==> config.mk <==
export PLATFORM = sky130hd
export DESIGN_NAME = clu_top
export DESIGN_NICKNAME = d
export VERILOG_FILES = /design/src/core/clu_pkg.sv /design/src/core/clu_sec_timer.sv /design/src/core/clu_top.sv
export VERILOG_INCLUDE_DIRS = /design/src /design/src/core
export SDC_FILE = /design/constraint.sdc
export NUM_CORES = 1
export LEC_CHECK = 0
export BUFFER_PORTS_ARGS = -buffer_cell sky130_fd_sc_hd__clkbuf_2
export CELL_PAD_IN_SITES_DETAIL_PLACEMENT = 1
export CELL_PAD_IN_SITES_GLOBAL_PLACEMENT = 1
export CORE_UTILIZATION = 40
export DETAILED_ROUTE_END_ITERATION = 12
export GPL_TIMING_DRIVEN = 0
export PLACE_DENSITY = 0.73
export SLEW_MARGIN = 20
export SYNTH_ARGS = -nofsm -noshare
export SYNTH_HDL_FRONTEND = slang
export SYNTH_SLANG_ARGS = --single-unit
==> constraint.sdc <==
create_clock -name clk_sys -period 3.5 [get_ports clk_sys]
set_input_delay 0.35 -clock clk_sys [delete_from_list [all_inputs] [get_ports clk_sys]]
set_output_delay 0.35 -clock clk_sys [all_outputs]
set_load 0.005 [all_outputs]
==> src/core/clu_defs.svh <==
// Constants for the console line block: offsets, fields, resets, timing
// Overview of operation
// - Seven or eight data bits, default eight
// - Seven-bit receive drops the top bit
// - Parity none, even or odd, default none
// - Rates 9600 to 115200, default 9600
// - One rate for transmit and receive
// - Unsupported rate rejected and reported
// - One or two stop bits, default one
// - Idle timer ends session, zero disables
// - Failed logon threshold, zero unlimited, default three
// - Silent period after threshold, default none
`ifndef CLU_DEFS_SVH
`define CLU_DEFS_SVH
`define CLU_CLK_HZ        10000000
`define CLU_OVS           16
`define CLU_A_CFG         12'h000
`define CLU_A_RATE        12'h004
`define CLU_A_STAT        12'h008
`define CLU_A_MASK        12'h00C
`define CLU_A_TXD         12'h010
`define CLU_A_RXD         12'h014
`define CLU_A_IDLE        12'h018
`define CLU_A_THR         12'h01C
`define CLU_A_SIL         12'h020
`define CLU_A_LOGON       12'h024
`define CLU_CFG_RST       5'h01
`define CLU_RATE_RST      17'h02580
`define CLU_THR_RST       7'h03
`define CLU_ST_RXDONE     0
`define CLU_ST_TXDONE     1
`define CLU_ST_PERR       2
`define CLU_ST_FERR       3
`define CLU_ST_BADRATE    4
`define CLU_ST_IDLE       5
`define CLU_ST_LOCK       6
`define CLU_ST_W          7
`define CLU_LOG_FAIL      0
`define CLU_LOG_OK        1
`endif

==> src/core/clu_pkg.sv <==
// Types shared by the console line block
package clu_pkg;
	typedef enum logic [1:0] {
		CLU_PAR_NONE,
		CLU_PAR_EVEN,
		CLU_PAR_ODD,
		CLU_PAR_RSVD
	} clu_par_e;
	typedef enum {
		CLU_S_IDLE,
		CLU_S_START,
		CLU_S_DATA,
		CLU_S_PAR,
		CLU_S_STOP
	} clu_state_e;
endpackage : clu_pkg

==> src/core/clu_sec_timer.sv <==
// Seconds down-counter used for idle and silent periods
`timescale 1ns/1ps
module clu_sec_timer #(
	parameter int SEC_CYCLES = 10000000
) (
	input  wire logic        clk_sys,
	input  wire logic        nrst,
	input  wire logic        load,
	input  wire logic [15:0] secs,
	output logic             busy,
	output logic             expire
);
	logic [23:0] pre_r;
	logic [15:0] cnt_r;
	wire         sec_tick = (pre_r == 24'h000000);

	// Prescaler reloads every second, counter counts seconds down
	always_ff @(posedge clk_sys) begin
		if (!nrst || load) begin
			pre_r <= 24'(SEC_CYCLES - 1);
			cnt_r <= nrst ? secs : 16'h0000;
		end else if (cnt_r != 16'h0000) begin
			pre_r <= sec_tick ? 24'(SEC_CYCLES - 1) : pre_r - 24'h000001;
			if (sec_tick) begin
				cnt_r <= cnt_r - 16'h0001;
			end
		end
	end
	assign busy   = (cnt_r != 16'h0000);
	assign expire = busy && sec_tick && (cnt_r == 16'h0001);
endmodule : clu_sec_timer

==> src/core/clu_top.sv <==
// Console line UART with APB registers, idle timer and logon lockout
//
// The APB slave port and the address map were chosen for this implementation.
`timescale 1ns/1ps
`include "clu_defs.svh"
module clu_top #(
	parameter int SEC_CYCLES = `CLU_CLK_HZ
) (
	input  wire logic        clk_sys,
	input  wire logic        nrst,
	input  wire logic        psel,
	input  wire logic        penable,
	input  wire logic        pwrite,
	input  wire logic [11:0] paddr,
	input  wire logic [31:0] pwdata,
	output logic [31:0]      prdata,
	output logic             pready,
	output logic             pslverr,
	input  wire logic        rxd,
	output logic             txd,
	output logic             irq,
	output logic             session_end,
	output logic             logon_silent
);
	// Config: [0] eight bits, [2:1] parity, [3] two stops
	logic [3:0]  cfg_r;
	logic [16:0] rate_r;
	logic [7:0]  rxdata_r;
	logic [`CLU_ST_W-1:0] stat_r, stat_nxt, mask_r;
	logic [15:0] idle_r, sil_r;
	logic [6:0]  thr_r, fails_r;
	logic [10:0] div_r, div_nxt;
	logic [10:0] tick_cnt_r;
	logic        tick;
	logic        rx_s1_r, rx_s2_r, rx_prev_r;
	logic [31:0] prdata_r;

	wire wr_en = psel && penable && pwrite;
	wire rd_en = psel && penable && !pwrite;
	wire hit_cfg   = (paddr == `CLU_A_CFG);
	wire hit_rate  = (paddr == `CLU_A_RATE);
	wire hit_stat  = (paddr == `CLU_A_STAT);
	wire hit_mask  = (paddr == `CLU_A_MASK);
	wire hit_txd   = (paddr == `CLU_A_TXD);
	wire hit_rxd   = (paddr == `CLU_A_RXD);
	wire hit_idle  = (paddr == `CLU_A_IDLE);
	wire hit_thr   = (paddr == `CLU_A_THR);
	wire hit_sil   = (paddr == `CLU_A_SIL);
	wire hit_logon = (paddr == `CLU_A_LOGON);
	wire hit_any = hit_cfg || hit_rate || hit_stat || hit_mask || hit_txd || hit_rxd
		|| hit_idle || hit_thr || hit_sil || hit_logon;
	wire [16:0] new_rate = pwdata[16:0];
	// High bits must be clear, or a large value could alias a legal rate
	wire rate_hi_zero = (pwdata[31:17] == 15'h0000);
	wire rate_ok = rate_hi_zero && ((new_rate == 17'd9600) || (new_rate == 17'd19200)
		|| (new_rate == 17'd38400) || (new_rate == 17'd57600) || (new_rate == 17'd115200));
	wire rate_bad = wr_en && hit_rate && !rate_ok;
	wire lock_busy;
	// Whole word compared, so a large value is refused rather than cut
	wire thr_write_ok = (pwdata <= 32'd120);

	// Zero wait states; every access ends in its first access cycle
	assign pready  = 1'b1;
	assign pslverr = psel && penable && (!hit_any || rate_bad
		|| (pwrite && hit_thr && !thr_write_ok));

	// oversample divisor from selected rate
	// Truncated divisor, so the top rate runs fast at this clock
	always_comb begin
		div_nxt = 11'(`CLU_CLK_HZ / (`CLU_OVS * 9600));
		if (rate_r == 17'd19200) begin
			div_nxt = 11'(`CLU_CLK_HZ / (`CLU_OVS * 19200));
		end else if (rate_r == 17'd38400) begin
			div_nxt = 11'(`CLU_CLK_HZ / (`CLU_OVS * 38400));
		end else if (rate_r == 17'd57600) begin
			div_nxt = 11'(`CLU_CLK_HZ / (`CLU_OVS * 57600));
		end else if (rate_r == 17'd115200) begin
			div_nxt = 11'(`CLU_CLK_HZ / (`CLU_OVS * 115200));
		end
	end

	always_ff @(posedge clk_sys) begin
		div_r <= div_nxt;
		if (!nrst || tick_cnt_r == 11'h000) begin
			tick_cnt_r <= div_r - 11'h001;
		end else begin
			tick_cnt_r <= tick_cnt_r - 11'h001;
		end
	end
	assign tick = nrst && (tick_cnt_r == 11'h000);

	// Pin synchroniser, second stage is the first one read
	always_ff @(posedge clk_sys) begin
		rx_s1_r   <= nrst ? rxd : 1'b1;
		rx_s2_r   <= nrst ? rx_s1_r : 1'b1;
		rx_prev_r <= nrst ? rx_s2_r : 1'b1;
	end

	// Receiver
	clu_pkg::clu_state_e rx_st_r;
	logic [3:0] rx_ph_r;
	logic [2:0] rx_bit_r;
	logic [7:0] rx_sh_r;
	logic       rx_par_r;
	logic       rx_done, rx_perr, rx_ferr;
	wire  [2:0] last_bit = cfg_r[0] ? 3'h7 : 3'h6;
	wire        par_on = (cfg_r[2:1] != 2'h0);
	wire        mid = tick && (rx_ph_r == 4'h7);
	wire  [7:0] rx_char = cfg_r[0] ? rx_sh_r : {1'b0, rx_sh_r[7:1]};
	// expected parity from setting
	// Taken over the kept bits only; in seven-bit mode the low shifter
	// bit still holds a bit of the frame before
	wire        par_exp = (^rx_char) ^ (cfg_r[2:1] == 2'(clu_pkg::CLU_PAR_ODD));

	always_ff @(posedge clk_sys) begin
		if (!nrst) begin
			rx_st_r  <= clu_pkg::CLU_S_IDLE;
			rx_ph_r  <= 4'h0;
			rx_bit_r <= 3'h0;
			rx_sh_r  <= 8'h00;
			rx_par_r <= 1'b0;
		end else begin
			if (tick) begin
				rx_ph_r <= rx_ph_r + 4'h1;
			end
			case (rx_st_r)
				clu_pkg::CLU_S_IDLE: begin
					if (rx_prev_r && !rx_s2_r) begin
						rx_st_r <= clu_pkg::CLU_S_START;
						rx_ph_r <= 4'h0;
					end
				end
				clu_pkg::CLU_S_START: begin
					if (mid) begin
						rx_st_r  <= rx_s2_r ? clu_pkg::CLU_S_IDLE : clu_pkg::CLU_S_DATA;
						rx_bit_r <= 3'h0;
					end
				end
				clu_pkg::CLU_S_DATA: begin
					if (mid) begin
						rx_sh_r  <= {rx_s2_r, rx_sh_r[7:1]};
						rx_bit_r <= rx_bit_r + 3'h1;
						if (rx_bit_r == last_bit) begin
							rx_st_r <= par_on ? clu_pkg::CLU_S_PAR : clu_pkg::CLU_S_STOP;
						end
					end
				end
				clu_pkg::CLU_S_PAR: begin
					if (mid) begin
						rx_par_r <= rx_s2_r;
						rx_st_r  <= clu_pkg::CLU_S_STOP;
					end
				end
				clu_pkg::CLU_S_STOP: begin
					if (mid) begin
						rx_st_r <= clu_pkg::CLU_S_IDLE;
					end
				end
				default: rx_st_r <= clu_pkg::CLU_S_IDLE;
			endcase
		end
	end
	assign rx_done = mid && (rx_st_r == clu_pkg::CLU_S_STOP);
	assign rx_perr = rx_done && par_on && (rx_par_r != par_exp);
	assign rx_ferr = rx_done && !rx_s2_r;

	// Transmitter; frame bits built once so the shifter stays simple
	logic [11:0] tx_sh_r;
	logic [3:0]  tx_left_r;
	logic [3:0]  tx_ph_r;
	logic        tx_done;
	wire         tx_busy = (tx_left_r != 4'h0);
	// A data write while busy is dropped, not queued
	wire         tx_go = wr_en && hit_txd && !tx_busy;
	wire  [7:0]  tx_dat = cfg_r[0] ? pwdata[7:0] : {1'b0, pwdata[6:0]};
	wire         tx_par = (^tx_dat) ^ (cfg_r[2:1] == 2'(clu_pkg::CLU_PAR_ODD));
	// frame length from width, parity and stops
	wire  [3:0]  tx_len = (cfg_r[0] ? 4'h9 : 4'h8) + {3'h0, par_on}
		+ {3'h0, cfg_r[3]};
	wire  [11:0] tx_frame = cfg_r[0]
		? (par_on ? {2'b11, tx_par, tx_dat, 1'b0} : {3'b111, tx_dat, 1'b0})
		: (par_on ? {3'b111, tx_par, tx_dat[6:0], 1'b0} : {4'hF, tx_dat[6:0], 1'b0});

	always_ff @(posedge clk_sys) begin
		if (!nrst) begin
			tx_sh_r   <= 12'hFFF;
			tx_left_r <= 4'h0;
			tx_ph_r   <= 4'h0;
		end else if (tx_go) begin
			tx_sh_r   <= tx_frame;
			tx_left_r <= tx_len + 4'h1;
			tx_ph_r   <= 4'h0;
		end else if (tx_busy && tick) begin
			tx_ph_r <= tx_ph_r + 4'h1;
			if (tx_ph_r == 4'hF) begin
				tx_sh_r   <= {1'b1, tx_sh_r[11:1]};
				tx_left_r <= tx_left_r - 4'h1;
			end
		end
	end
	assign tx_done = tx_busy && tick && (tx_ph_r == 4'hF) && (tx_left_r == 4'h1);
	assign txd = tx_sh_r[0];

	// Logon failures and lockout
	wire log_wr   = wr_en && hit_logon && !lock_busy;
	wire log_fail = log_wr && pwdata[`CLU_LOG_FAIL];
	wire log_ok   = log_wr && pwdata[`CLU_LOG_OK];
	wire thr_hit  = log_fail && (thr_r != 7'h00) && (fails_r + 7'h01 >= thr_r);
	wire lock_start = thr_hit && (sil_r != 16'h0000);

	// Success and reaching the limit both restart the count
	always_ff @(posedge clk_sys) begin
		if (!nrst || log_ok || thr_hit) begin
			fails_r <= 7'h00;
		end else if (log_fail) begin
			fails_r <= fails_r + 7'h01;
		end
	end

	clu_sec_timer #(.SEC_CYCLES(SEC_CYCLES)) u_silent (
		.clk_sys (clk_sys),
		.nrst    (nrst),
		.load    (lock_start),
		.secs    (sil_r),
		.busy    (lock_busy),
		.expire  ()
	);
	assign logon_silent = lock_busy;

	// idle timer restarts on input
	// A write loads the new span at once, not only on input
	wire idle_exp;
	clu_sec_timer #(.SEC_CYCLES(SEC_CYCLES)) u_idle (
		.clk_sys (clk_sys),
		.nrst    (nrst),
		.load    (rx_done || (wr_en && hit_idle)),
		.secs    ((wr_en && hit_idle) ? pwdata[15:0] : idle_r),
		.busy    (),
		.expire  (idle_exp)
	);
	assign session_end = idle_exp;

	// Sticky status, set beats write-one clear
	always_comb begin
		stat_nxt = stat_r;
		if (wr_en && hit_stat) begin
			stat_nxt = stat_r & ~pwdata[`CLU_ST_W-1:0];
		end
		stat_nxt[`CLU_ST_RXDONE]  = stat_nxt[`CLU_ST_RXDONE] | rx_done;
		stat_nxt[`CLU_ST_TXDONE]  = stat_nxt[`CLU_ST_TXDONE] | tx_done;
		stat_nxt[`CLU_ST_PERR]    = stat_nxt[`CLU_ST_PERR] | rx_perr;
		stat_nxt[`CLU_ST_FERR]    = stat_nxt[`CLU_ST_FERR] | rx_ferr;
		stat_nxt[`CLU_ST_BADRATE] = stat_nxt[`CLU_ST_BADRATE] | rate_bad;
		stat_nxt[`CLU_ST_IDLE]    = stat_nxt[`CLU_ST_IDLE] | idle_exp;
		stat_nxt[`CLU_ST_LOCK]    = stat_nxt[`CLU_ST_LOCK] | lock_start;
	end

	// Register writes; a rejected rate keeps the old one
	always_ff @(posedge clk_sys) begin
		if (!nrst) begin
			cfg_r    <= 4'(`CLU_CFG_RST);
			rate_r   <= `CLU_RATE_RST;
			stat_r   <= '0;
			mask_r   <= '0;
			idle_r   <= 16'h0000;
			thr_r    <= `CLU_THR_RST;
			sil_r    <= 16'h0000;
			rxdata_r <= 8'h00;
		end else begin
			stat_r <= stat_nxt;
			if (rx_done) rxdata_r <= rx_char;
			if (wr_en && hit_cfg) cfg_r <= pwdata[3:0];
			if (wr_en && hit_rate && rate_ok) rate_r <= new_rate;
			if (wr_en && hit_mask) mask_r <= pwdata[`CLU_ST_W-1:0];
			if (wr_en && hit_idle) idle_r <= pwdata[15:0];
			if (wr_en && hit_thr && thr_write_ok) thr_r <= pwdata[6:0];
			if (wr_en && hit_sil) sil_r <= pwdata[15:0];
		end
	end

	// Read mux registered onto prdata
	wire [31:0] rd_val = hit_cfg ? {28'h0, cfg_r}
		: hit_rate  ? {15'h0, rate_r}
		: hit_stat  ? {25'h0, stat_r}
		: hit_mask  ? {25'h0, mask_r}
		: hit_txd   ? {31'h0, tx_busy}
		: hit_rxd   ? {24'h0, rxdata_r}
		: hit_idle  ? {16'h0, idle_r}
		: hit_thr   ? {25'h0, thr_r}
		: hit_sil   ? {16'h0, sil_r}
		: hit_logon ? {18'h0, fails_r, 6'h0, lock_busy}
		: 32'h0;
	always_ff @(posedge clk_sys) begin
		prdata_r <= (!nrst) ? 32'h0 : (psel && !pwrite ? rd_val : prdata_r);
		irq      <= nrst && |(stat_nxt & mask_r);
	end
	assign prdata = rd_en ? prdata_r : 32'h0;
endmodule : clu_top

# Word-level counts from Yosys, hierarchy flattened
# Cells that the tools add are included.
dict set report op_classes {
  addsub 14
  mul 0
  div 0
  n_lt_le_gt_ge 2
  n_eq_ne 36
  shifts 0
  n_mux 55
  bitwise 13
  n_reduce_logical 101
}
# cell count
set ops {}
lappend ops {{2-to-1 mux 16 bit} 16}
lappend ops {{2-to-1 mux 32 bit} 7}
lappend ops {{one-hot mux 32 bit (5 select lines)} 1}
lappend ops {{== test 17 x 16 -> 1 bit (second input constant)} 4}
lappend ops {{== test 32 x 2 -> 1 bit (second input constant)} 2}
lappend ops {{== test 12 x 5 -> 1 bit (second input constant)} 4}
lappend ops {{logical NOT 24 bit} 2}
lappend ops {{2-to-1 mux 24 bit} 2}
lappend ops {{nonzero test 16 bit} 3}
lappend ops {{subtractor 24 x 1 -> 24 bit (second input constant)} 2}
lappend ops {{logical AND 1 bit} 40}
lappend ops {{2-to-1 mux 12 bit} 3}
lappend ops {{== test 17 x 15 -> 1 bit (second input constant)} 2}
lappend ops {{== test 17 bit (second input constant)} 2}
lappend ops {{2-to-1 mux 17 bit} 2}
lappend ops {{== test 32 x 1 -> 1 bit (second input constant)} 1}
lappend ops {{== test 32 x 3 -> 1 bit (second input constant)} 1}
lappend ops {{== test 32 x 4 -> 1 bit (second input constant)} 1}
lappend ops {{less-or-equal comparator 32 x 7 -> 1 bit (second input constant)} 1}
lappend ops {{logical NOT 32 bit} 1}
lappend ops {{subtractor 16 x 1 -> 16 bit (second input constant)} 2}
lappend ops {{== test 12 x 4 -> 1 bit (second input constant)} 2}
lappend ops {{== test 12 x 6 -> 1 bit (second input constant)} 2}
lappend ops {{2-to-1 mux 4 bit} 6}
lappend ops {{49 further kinds} 112}
dict set report totals {
  reg_bits 291
  latch_bits 0
  ram_bits 0
  romBits 0
  input_bits 50
  out_inout_bits 38
  word_cells 251
  mem_count 0
}

# Longest topological paths before layout
# Gate-level depths: netlist of run 1.
dict set report depth {
  word_depth 14
  mapped_depth 13
}

# Cells and area by module
# A second synthesis of run 1 with hierarchy kept.
dict set report hier_totals {
  cells_unflattened 1510
  hier_area_um2 12969.9
}
# mod instances cells_each area_per_inst_um2 seq_area_each_um2
set by_module_without_submodules {}
lappend by_module_without_submodules {clu_top 1 1036 8550.7 3283.1}
lappend by_module_without_submodules {clu_sec_timer 2 237 2209.6 960.9}

# Worst setup path before layout of run 1
# No wires, ideal clock.
dict set report synth_path {
  path_kind {reg2reg}
  from {register fails_r[0]}
  to {register u_silent.pre_r[2]}
  setup_time_ns 0.127
  t_arrival_ns 2.788
  t_required_ns 3.373
  path_slack_ns 0.585
  path_stages_with_launch 13
  n_path_buf 0
  path_cell_list {dfxtp_1 -> ha_1 -> nand3_1 -> nor2_1 -> xor2_1 -> ha_1 -> and3_1 -> a221o_1 -> a31o_2 -> and4_1 -> nor2_2 -> clkinv_2 -> or3_1}
}
dict set report synth_via {
  elab_chain_len 5
}
# item line_no
set synth_lines {}
lappend synth_lines {{from (decl)} clu_top.sv:31} ;# logic [6:0] thr_r, fails_r;
lappend synth_lines {{from (signal assigned)} clu_top.sv:216} ;# fails_r <= fails_r + 7'h01;
lappend synth_lines {{adder 7 x 1 -> 7 bit} clu_top.sv:208} ;# wire thr_hit = log_fail && (thr_r != 7'h00) && (fails_r + 7'h01 >= thr_r);
lappend synth_lines {{greater-or-equal comparator 7 bit} clu_top.sv:208}
lappend synth_lines {{logical AND 1 bit} clu_top.sv:208}
lappend synth_lines {{logical AND 1 bit} clu_top.sv:209} ;# wire lock_start = thr_hit && (sil_r != 16'h0000);
lappend synth_lines {{logical OR 1 bit} clu_sec_timer.sv:19} ;# if (!nrst || load) begin
lappend synth_lines {{to (signal assigned)} clu_sec_timer.sv:20} ;# pre_r <= 24'(SEC_CYCLES - 1);
lappend synth_lines {{to (signal assigned)} clu_sec_timer.sv:23} ;# pre_r <= sec_tick ? 24'(SEC_CYCLES - 1) : pre_r - 24'h000001;
lappend synth_lines {{to (decl)} clu_sec_timer.sv:13} ;# logic [23:0] pre_r;
# Every way passes these cells.
# A chain may end at the register's enable or synchronous reset.

# Worst setup path in the final report of run 1
dict set report layout_path {
  from {input port pwdata[4]}
  to {output port pslverr}
}
dict set report layout_via {
  elab_chain_len 11
  elab_cells_between_ends 18
  classes_between {order compare (1); eq/ne (5); reduce/logical (12)}
}
# item line_no
set layout_lines {}
lappend layout_lines {{from (decl)} clu_top.sv:15} ;# input wire logic [31:0] pwdata,
lappend layout_lines {{parallel branches: the longest is 9 deep, another holds less-or-equal comparator 32 x 7 -> 1 bit} -}
lappend layout_lines {{logical OR 1 bit (*)} clu_top.sv:65} ;# || (pwrite && hit_thr && !thr_write_ok));
lappend layout_lines {{logical AND 1 bit (*)} clu_top.sv:64} ;# assign pslverr = psel && penable && (!hit_any || rate_bad
lappend layout_lines {{to (decl)} clu_top.sv:18} ;# output logic pslverr,
# Mark *: on every way between the ends.

==> reports/qor.yml, run 1 <==
die:
  ios: 88
  die-area_um2: 32700
  rows: 65
  core_um2: 31500
  die_h_um: 181
  start_util_pct: 40.6
  die_w_um: 181
placement:
  dpl.hpwl_um: 31600
  placed_cell_area_um2: 13700
  io_buffers: 68
  routabilityCongestion: 0.907
synth:
  synth_xor_area_share_pct: 7.27
  synth_cell_types: 83
  synth_top_family_by_area: "simple AND/OR/NAND/NOR gates"
  ys_ff_latch: 244
  yosys_most_used_dff: "dfxtp_1"
  muxShareOfSynthArea_pct: 4.78
  ys_seq_area_share_pct: 40.7
  synth_edf_count: 32
  netlist_instances: 1504
  avgSynthCellArea_um2: 8.50
  async_flop_share_pct: 0
  synth_compound_area_share_pct: 13.6
  netlist_area_um2: 12800
  synthSimpleGateAreaFrac_pct: 25.4
  ys_warn_count: 0
  synthAdderAreaFrac_pct: 3.23
routing:
  antenna_left: 0
  drt_iter0_drc: 730
  drtPass1Iterations: 7
  routedWlPerCell_um: 20.9
  drc: 0
  via_count: 11700
  drt_wl_total_um: 42700
  vias_per_cell: 5.74
global_routing:
  antenna_found_initial: 0
  grt_start_max_net_pins: 26
  grt_use_total_pct: 25.9
  grt_pass1_vias: 11900
  grt_pass1_wl_um: 66600
  globalRouteOverflowTotal: 0
setup_path:
  crit_end: "pslverr"
  critPathCaptureType: "output pin"
  worstSetupPathType: "in2out"
  crit_required_ns: 3.15
  reg2reg_depth: 12
  rrSetupSlack_ns: 0.28
  path_max_fanout: 9
  cp-start-kind: "primary input"
  cp-startpoint: "pwdata[4]"
  worstReg2RegStart: "fails_r[0]"
  rr_endpoint: "u_silent.pre_r[2]"
  worstPathArrival_ns: 3.06
cts:
  ctsRootBufferMaster: "clkbuf_16"
  clock_path_buffers: 3
  cts_buffers: 29
  clock_latency_ns: 0.55
  clock-sinks: 244
  cts_tree: "yes"
  h-tree-depth: 1
  postCtsSetupBuffers: 0
  clkTransAtPathRegs_ns: 0.06
flow_run:
  maxCapViolations: 0
sta:
  finalSetupTns_ns: 0
  maxSlewViolCount: 0
  max-slew-margin-rel_pct: 32.7
  rsz0062_at_grt: "no"
  tightestPinTransition_ns: 1.00
  finalCritPeriodShare_pct: 97.3
  fmax_mhz: 294
  min_period_ns: 3.41
  hold_viol_final: 0
  fin_skew_ns: 0.00931
  finalSetupViolCount: 0
power_and_ir_drop:
  power_leakage_uw: 0.00564
  ir_worst_vdd_uv: 368
  power_density_nw_per_um2: 446
layout:
  final_common_cell: "dfxtp_1"
  final_cell_mix: "211 x dfxtp_1, 209 x nand2_1, 157 x nor2_1, 93 x a21oi_1, 70 x clkbuf_2"
  syn_to_final_growth_pct: 15.0
  drive_gt1_share_pct: 11.8
  antenna_cells: 0
  postLayoutCellArea_um2: 14700
  final_nets: 1701
min_path:
  whs_path_depth: 3
  hold_path_class: "in2reg"
run_status:
  outcome: "complete, no violations"
layout make-up:
| class | instances | area [um^2] |
|---|---|---|
| Tap cell | 402 | 503 |
| Multi-Input combinational cell | 1140 | 7010 |
| Buffer | 92 | 477 |
| Inverter | 42 | 159 |
| Clock buffer | 41 | 841 |
| Clock inverter | 13 | 141 |
| Sequential cell | 244 | 5210 |
| Timing Repair Buffer | 69 | 350 |
| Fill cell | 3741 | 16800 |
through the flow:
step | hold slack [ns] | instances | power (uW) | util, % | setup WS (ns)
global placement | 0.400 | 1988 | 3460 | 43.4 | 0.0696
finish | 0.108 | 2043 | 6550 | 46.7 | 0.0941
floorplan | 0.386 | 1518 | 3290 | - | 0.585
detailed placement | 0.403 | 1988 | 3480 | 43.5 | 0.0256
global route | 0.116 | 2043 | 6780 | 46.7 | 0.0308
CTS | 0.0898 | 2043 | 6590 | 46.6 | 0.0299
kinds of logic after synthesis:
logic type,count (synthesis)
simple gates,652
buf+inv,134
flops,244
mux,59
fa+ha+maj,33
xor+xnor,106
other cells,2
compound gates,274
power breakdown:
group / leakage [uW] / internal (uW) / switching [uW]
Sequential: 0.00204 / 2890 / 53.6
Clock: 0.000491 / 1880 / 1240
Combinational: 0.00311 / 165 / 314
synthesized netlist by cell type, drive strengths merged (7+ instances only):
master / count / area share [%]
nand3b: 14 / 0.82
mux2i: 43 / 3.4
buf: 40 / 2.2
a22oi: 16 / 0.94
or4: 12 / 0.73
nor2: 159 / 4.7
a21oi: 94 / 3.7
xor2: 65 / 4.5
a211oi: 33 / 1.9
ha: 33 / 3.2
edfxtp: 32 / 7.5
mux2: 16 / 1.4
o22ai: 9 / 0.44
dfxtp: 212 / 33
xnor2: 41 / 2.8
o21ai: 56 / 2.2
nand2b: 16 / 0.78
nor4: 41 / 2.3
clkbuf: 52 / 1.5
inv: 40 / 1.2
o211ai: 8 / 0.47
or3: 22 / 1.1
a222oi: 7 / 0.55
nand2: 210 / 6.2
nand3: 34 / 1.3
and2: 12 / 0.59
and3: 31 / 1.5
a21o: 8 / 0.47
nor3: 36 / 1.5
nand4: 18 / 0.88
nor2b: 20 / 0.98
worst max-delay path, stage by stage:
cell      delay [ns]
clkbuf_2        0.09
clkbuf_1        0.63
inv_1           0.10
ha_1            0.24
nor4bb_1        0.14
nand4_1         0.13
o21ai_0         0.25
o21ai_0         0.50
nand2_1         0.17
a21oi_1         0.28
clkbuf_2        0.17
worst min path at each step:
stage          startpoint        to  slack [ns]
2_1_floorplan     rx_s1_r   rx_s2_r        0.39
3_3_place_gp      rx_s1_r   rx_s2_r        0.40
3_5_place_dp      rx_s1_r   rx_s2_r        0.40
4_1_cts         pwdata[9]  sil_r[9]        0.09
5_1_grt         pwdata[9]  sil_r[9]        0.12
6_report        pwdata[9]  sil_r[9]        0.11
routing by layer:
| metal | part of all wire [%] | track usage, % |
|---|---|---|
| met1 | 45 | 33.8 |
| met2 | 47 | 43.6 |
| met3 | 5.4 | 3.49 |
| met4 | 3.3 | 9.06 |
| met5 | 0 | 0 |
sequential cells by signal, summed over array words and instances (netlist names), 10 cells and up:
signal	cells
u_silent.cnt_r	16
sil_r	16
rate_r	17
u_idle.cnt_r	16
u_silent.pre_r	24
prdata_r	17
tick_cnt_r	11
tx_sh_r	10
u_idle.pre_r	24
idle_r	16
what timing repair did:
action,CTS,global route
setup endpoints to repair,0,42
hold buffers,1,0
resized for setup,0,10
hold endpoints to repair,1,0
Power figures use the tool's default switching activity.
==> run 2, diff against run 1 <==
--- a/config.mk
+++ b/config.mk
@@ -6,13 +6,16 @@
 export SDC_FILE = /design/constraint.sdc
 export NUM_CORES = 1
 export LEC_CHECK = 0
+export ABC_AREA = 1
 export BUFFER_PORTS_ARGS = -buffer_cell sky130_fd_sc_hd__clkbuf_2
 export CELL_PAD_IN_SITES_DETAIL_PLACEMENT = 1
 export CELL_PAD_IN_SITES_GLOBAL_PLACEMENT = 1
+export CORE_MARGIN = 8
 export CORE_UTILIZATION = 40
 export DETAILED_ROUTE_END_ITERATION = 12
 export GPL_TIMING_DRIVEN = 0
-export PLACE_DENSITY = 0.73
+export HOLD_SLACK_MARGIN = 0.12
+export PLACE_DENSITY = 0.75
 export SLEW_MARGIN = 20
 export SYNTH_ARGS = -nofsm -noshare
 export SYNTH_HDL_FRONTEND = slang
==> run 2 against run 1 <==
  * Clock skew up 0.0059 ns
  * Final area up 2.7%
  * Routed wire length up 5.9%
  * Register-to-register slack about the same
  * Largest cell class unchanged
  * First-iteration DRC count up 19%
  * Global-route usage down 2.8 points
  * Maximum frequency up 5.9%
  * Clock-buffer cell count down 1
  * Sequential share of layout area down 0.95 points
  * Largest power group unchanged
  * Die area up 19%
  * Synthesized cell count up 23%
  * Clock power down 2%
  * Critical endpoint is now u_silent.cnt_r[10]
==> reports/qor.yml, run 2 <==
sta:
  finalSetupViolCount: 0
  min_period_ns: 3.22
  hold_viol_final: 0
  rsz0062_at_grt: "no"
  finalCritPeriodShare_pct: 91.9
  fmax_mhz: 311
  max-slew-margin-rel_pct: 35.2
  tightestPinTransition_ns: 0.972
  fin_skew_ns: 0.0153
  finalSetupTns_ns: 0
  maxSlewViolCount: 0
synth:
  yosys_most_used_dff: "dfxtp_1"
  synth.top_cell.area_share_pct: 32.3
  synthTopCellsByCount: "346 x nand2_1, 234 x nor2_1, 224 x inv_1, 212 x dfxtp_1, 151 x a21oi_1"
  netlist_area_um2: 13100
  ys_ff_latch: 244
  yosysMostFrequentCell: "nand2_1"
  async_flop_share_pct: 0
  synth_cell_types: 52
  yosysTopAreaCell: "dfxtp_1"
  synthTopCellsByArea: "dfxtp_1 32%, nand2_1 9.9%, edfxtp_1 7.3%, nor2_1 6.7%, inv_1 6.4%"
  netlist_instances: 1848
  avgSynthCellArea_um2: 7.11
  synth_edf_count: 32
  ys_seq_area_share_pct: 39.6
  ys_warn_count: 0
setup_path:
  path_delay_family: "simple AND/OR/NAND/NOR gates"
  cp-start-kind: "register"
  critPathBufInv: 3
  crit_chain: "ha_1 > nand3_1 > nor2_1 > nand2_1 > xor2_1 > inv_1 > ha_1 > nand2_1 > o21a_1 > nand3_1 > nand4_4 > nand2_2 > inv_2 > o21ai_2 > buf_6"
  critPathCaptureType: "register"
  crit_required_ns: 3.73
  crit_slowest_cell: "dfxtp_1"
  max_stage_delay_ns: 0.44
  worstPathArrival_ns: 3.45
  path_max_fanout: 25
  worstSetupPathType: "reg2reg"
die:
  start_util_pct: 40.5
  die-area_um2: 38900
  ios: 88
  die_h_um: 197
  die_w_um: 197
  core_um2: 32500
  rows: 66
layout:
  syn_to_final_growth_pct: 14.8
  final_common_cell: "nand2_1"
  fillers: 4229
  drive_gt1_share_pct: 9.86
  final_cell_mix: "346 x nand2_1, 234 x nor2_1, 224 x inv_1, 212 x dfxtp_1, 151 x a21oi_1"
  reg_top3: "u_idle.pre_r (24), u_silent.pre_r (24)"
  antenna_cells: 0
  final_nets: 2048
placement:
  io_buffers: 70
  dpl.hpwl_um: 35200
  routabilityCongestion: 0.934
power_and_ir_drop:
  power_density_nw_per_um2: 447
  power_switching_uw: 1800
  power_leakage_uw: 0.00639
  power.share.switching_pct: 26.7
  pwr-share-comb_pct: 10.3
  power.total_uw: 6750
  ir_worst_vdd_uv: 350
  p_seq_share_pct: 44.4
  p_clk_share_pct: 45.4
  internal_power_uw: 4950
global_routing:
  antenna_found_initial: 0
  grt_pass1_wl_um: 72100
  grt_start_max_net_pins: 26
  globalRouteOverflowTotal: 0
  grt_pass1_vias: 13300
  grt_use_total_pct: 23.0
run_status:
  outcome: "complete, no violations"
cts:
  clock_path_buffers: 3
  clock-sinks: 244
  ctsRootBufferMaster: "clkbuf_16"
  h-tree-depth: 1
  cts_tree: "yes"
  cts_buffers: 29
  clkTransAtPathRegs_ns: 0.06
  clock_latency_ns: 0.56
flow_run:
  maxCapViolations: 0
min_path:
  hold_path_class: "in2reg"
routing:
  drtPass1Iterations: 6
  vias_per_cell: 5.36
  routedWlPerCell_um: 18.6
  via_count: 13000
  antenna_left: 0
  drc: 0
  drt_wl_total_um: 45200
  drt_iter0_drc: 868
run 2: final timing paths:
check / start / end / slack [ns] / cells past startpoint
worst max-delay path: fails_r[0] / u_silent.cnt_r[10] / 0.28 / 15
worst min-delay path: pwdata[11] / rate_r[11] / 0.13 / 3
worst max register to register: fails_r[0] / u_silent.cnt_r[10] / 0.28 / 15
worst min register to register: rx_s1_r / rx_s2_r / 0.42 / 1
run 2: power by group through the flow:
stage,clock [uW],sequential [uW],combinational [uW]
after global placement,0,3050,655
after CTS,3110,2990,688
after global routing,3220,3010,780
after detailed placement,0,3060,677
after floorplan,0,3040,460
final,3060,2990,692
run 2: final cells by class:
| type | count | area [um^2] | share of cell area (%) |
|---|---|---|---|
| plain buffers | 65 | 347 | 2.30 |
| clock buffers | 40 | 870 | 5.76 |
| clock inverters | 13 | 96.3 | 0.638 |
| inverters | 231 | 867 | 5.75 |
| multi-input cells | 1322 | 6780 | 45.0 |
| flip-flops and latches | 244 | 5200 | 34.5 |
| well taps | 442 | 553 | 3.66 |
| repair buffers | 72 | 370 | 2.45 |
run 2: worst reg2reg max path, cell delays in order, from the launching register on:
cell	delay, ns
dfxtp_1	0.44
ha_1	0.23
nand3_1	0.12
nor2_1	0.12
nand2_1	0.07
xor2_1	0.13
inv_1	0.08
ha_1	0.32
nand2_1	0.08
o21a_1	0.19
nand3_1	0.13
nand4_4	0.24
nand2_2	0.29
inv_2	0.08
o21ai_2	0.11
buf_6	0.29
run 2: routing by layer:
| metal | part of all wire, % | vias to the layer above | track usage (%) |
|---|---|---|---|
| met5 | 0 | - | 0 |
| met4 | 2.8 | 0 | 6.83 |
| met3 | 5.4 | 90 | 2.81 |
| met2 | 46 | 351 | 38.3 |
| met1 | 46 | 6247 | 30.9 |
| li1 | - | 6324 | - |
run 2: kinds of logic after synthesis:
kind of cell    count (synthesis)  synth area share (%)
simple gates                  828                  27.5
compound gates                370                  15.5
buf+inv                       296                  9.20
flops                         244                  39.6
xor+xnor                       74                  4.93
fa+ha+maj                      33                  3.14
other cells                     2                0.0571
mux                             1                0.0761
run 2: through the flow:
| stage | setup slack (ns) | area [um^2] | hold slack, ns | utilization [%] | std cells |
|---|---|---|---|---|---|
| 2_1_floorplan | 0.864 | 13200 | 0.393 | - | 1862 |
| 3_3_place_gp | 0.307 | 14100 | 0.399 | 43.5 | 2374 |
| 3_5_place_dp | 0.232 | 14100 | 0.411 | 43.5 | 2374 |
| 4_1_cts | 0.215 | 15100 | 0.123 | 46.5 | 2429 |
| 5_1_grt | 0.0836 | 15100 | 0.167 | 46.5 | 2429 |
| 6_report | 0.283 | 15100 | 0.133 | 46.5 | 2429 |
run 2: timing repair:
action | in CTS | in global routing
resized for setup | 0 | 1
hold buffers | 2 | 0
setup endpoints to repair | 0 | 15
buffers inserted | 0 | 0
endpoints found under the hold margin | 2 | 0
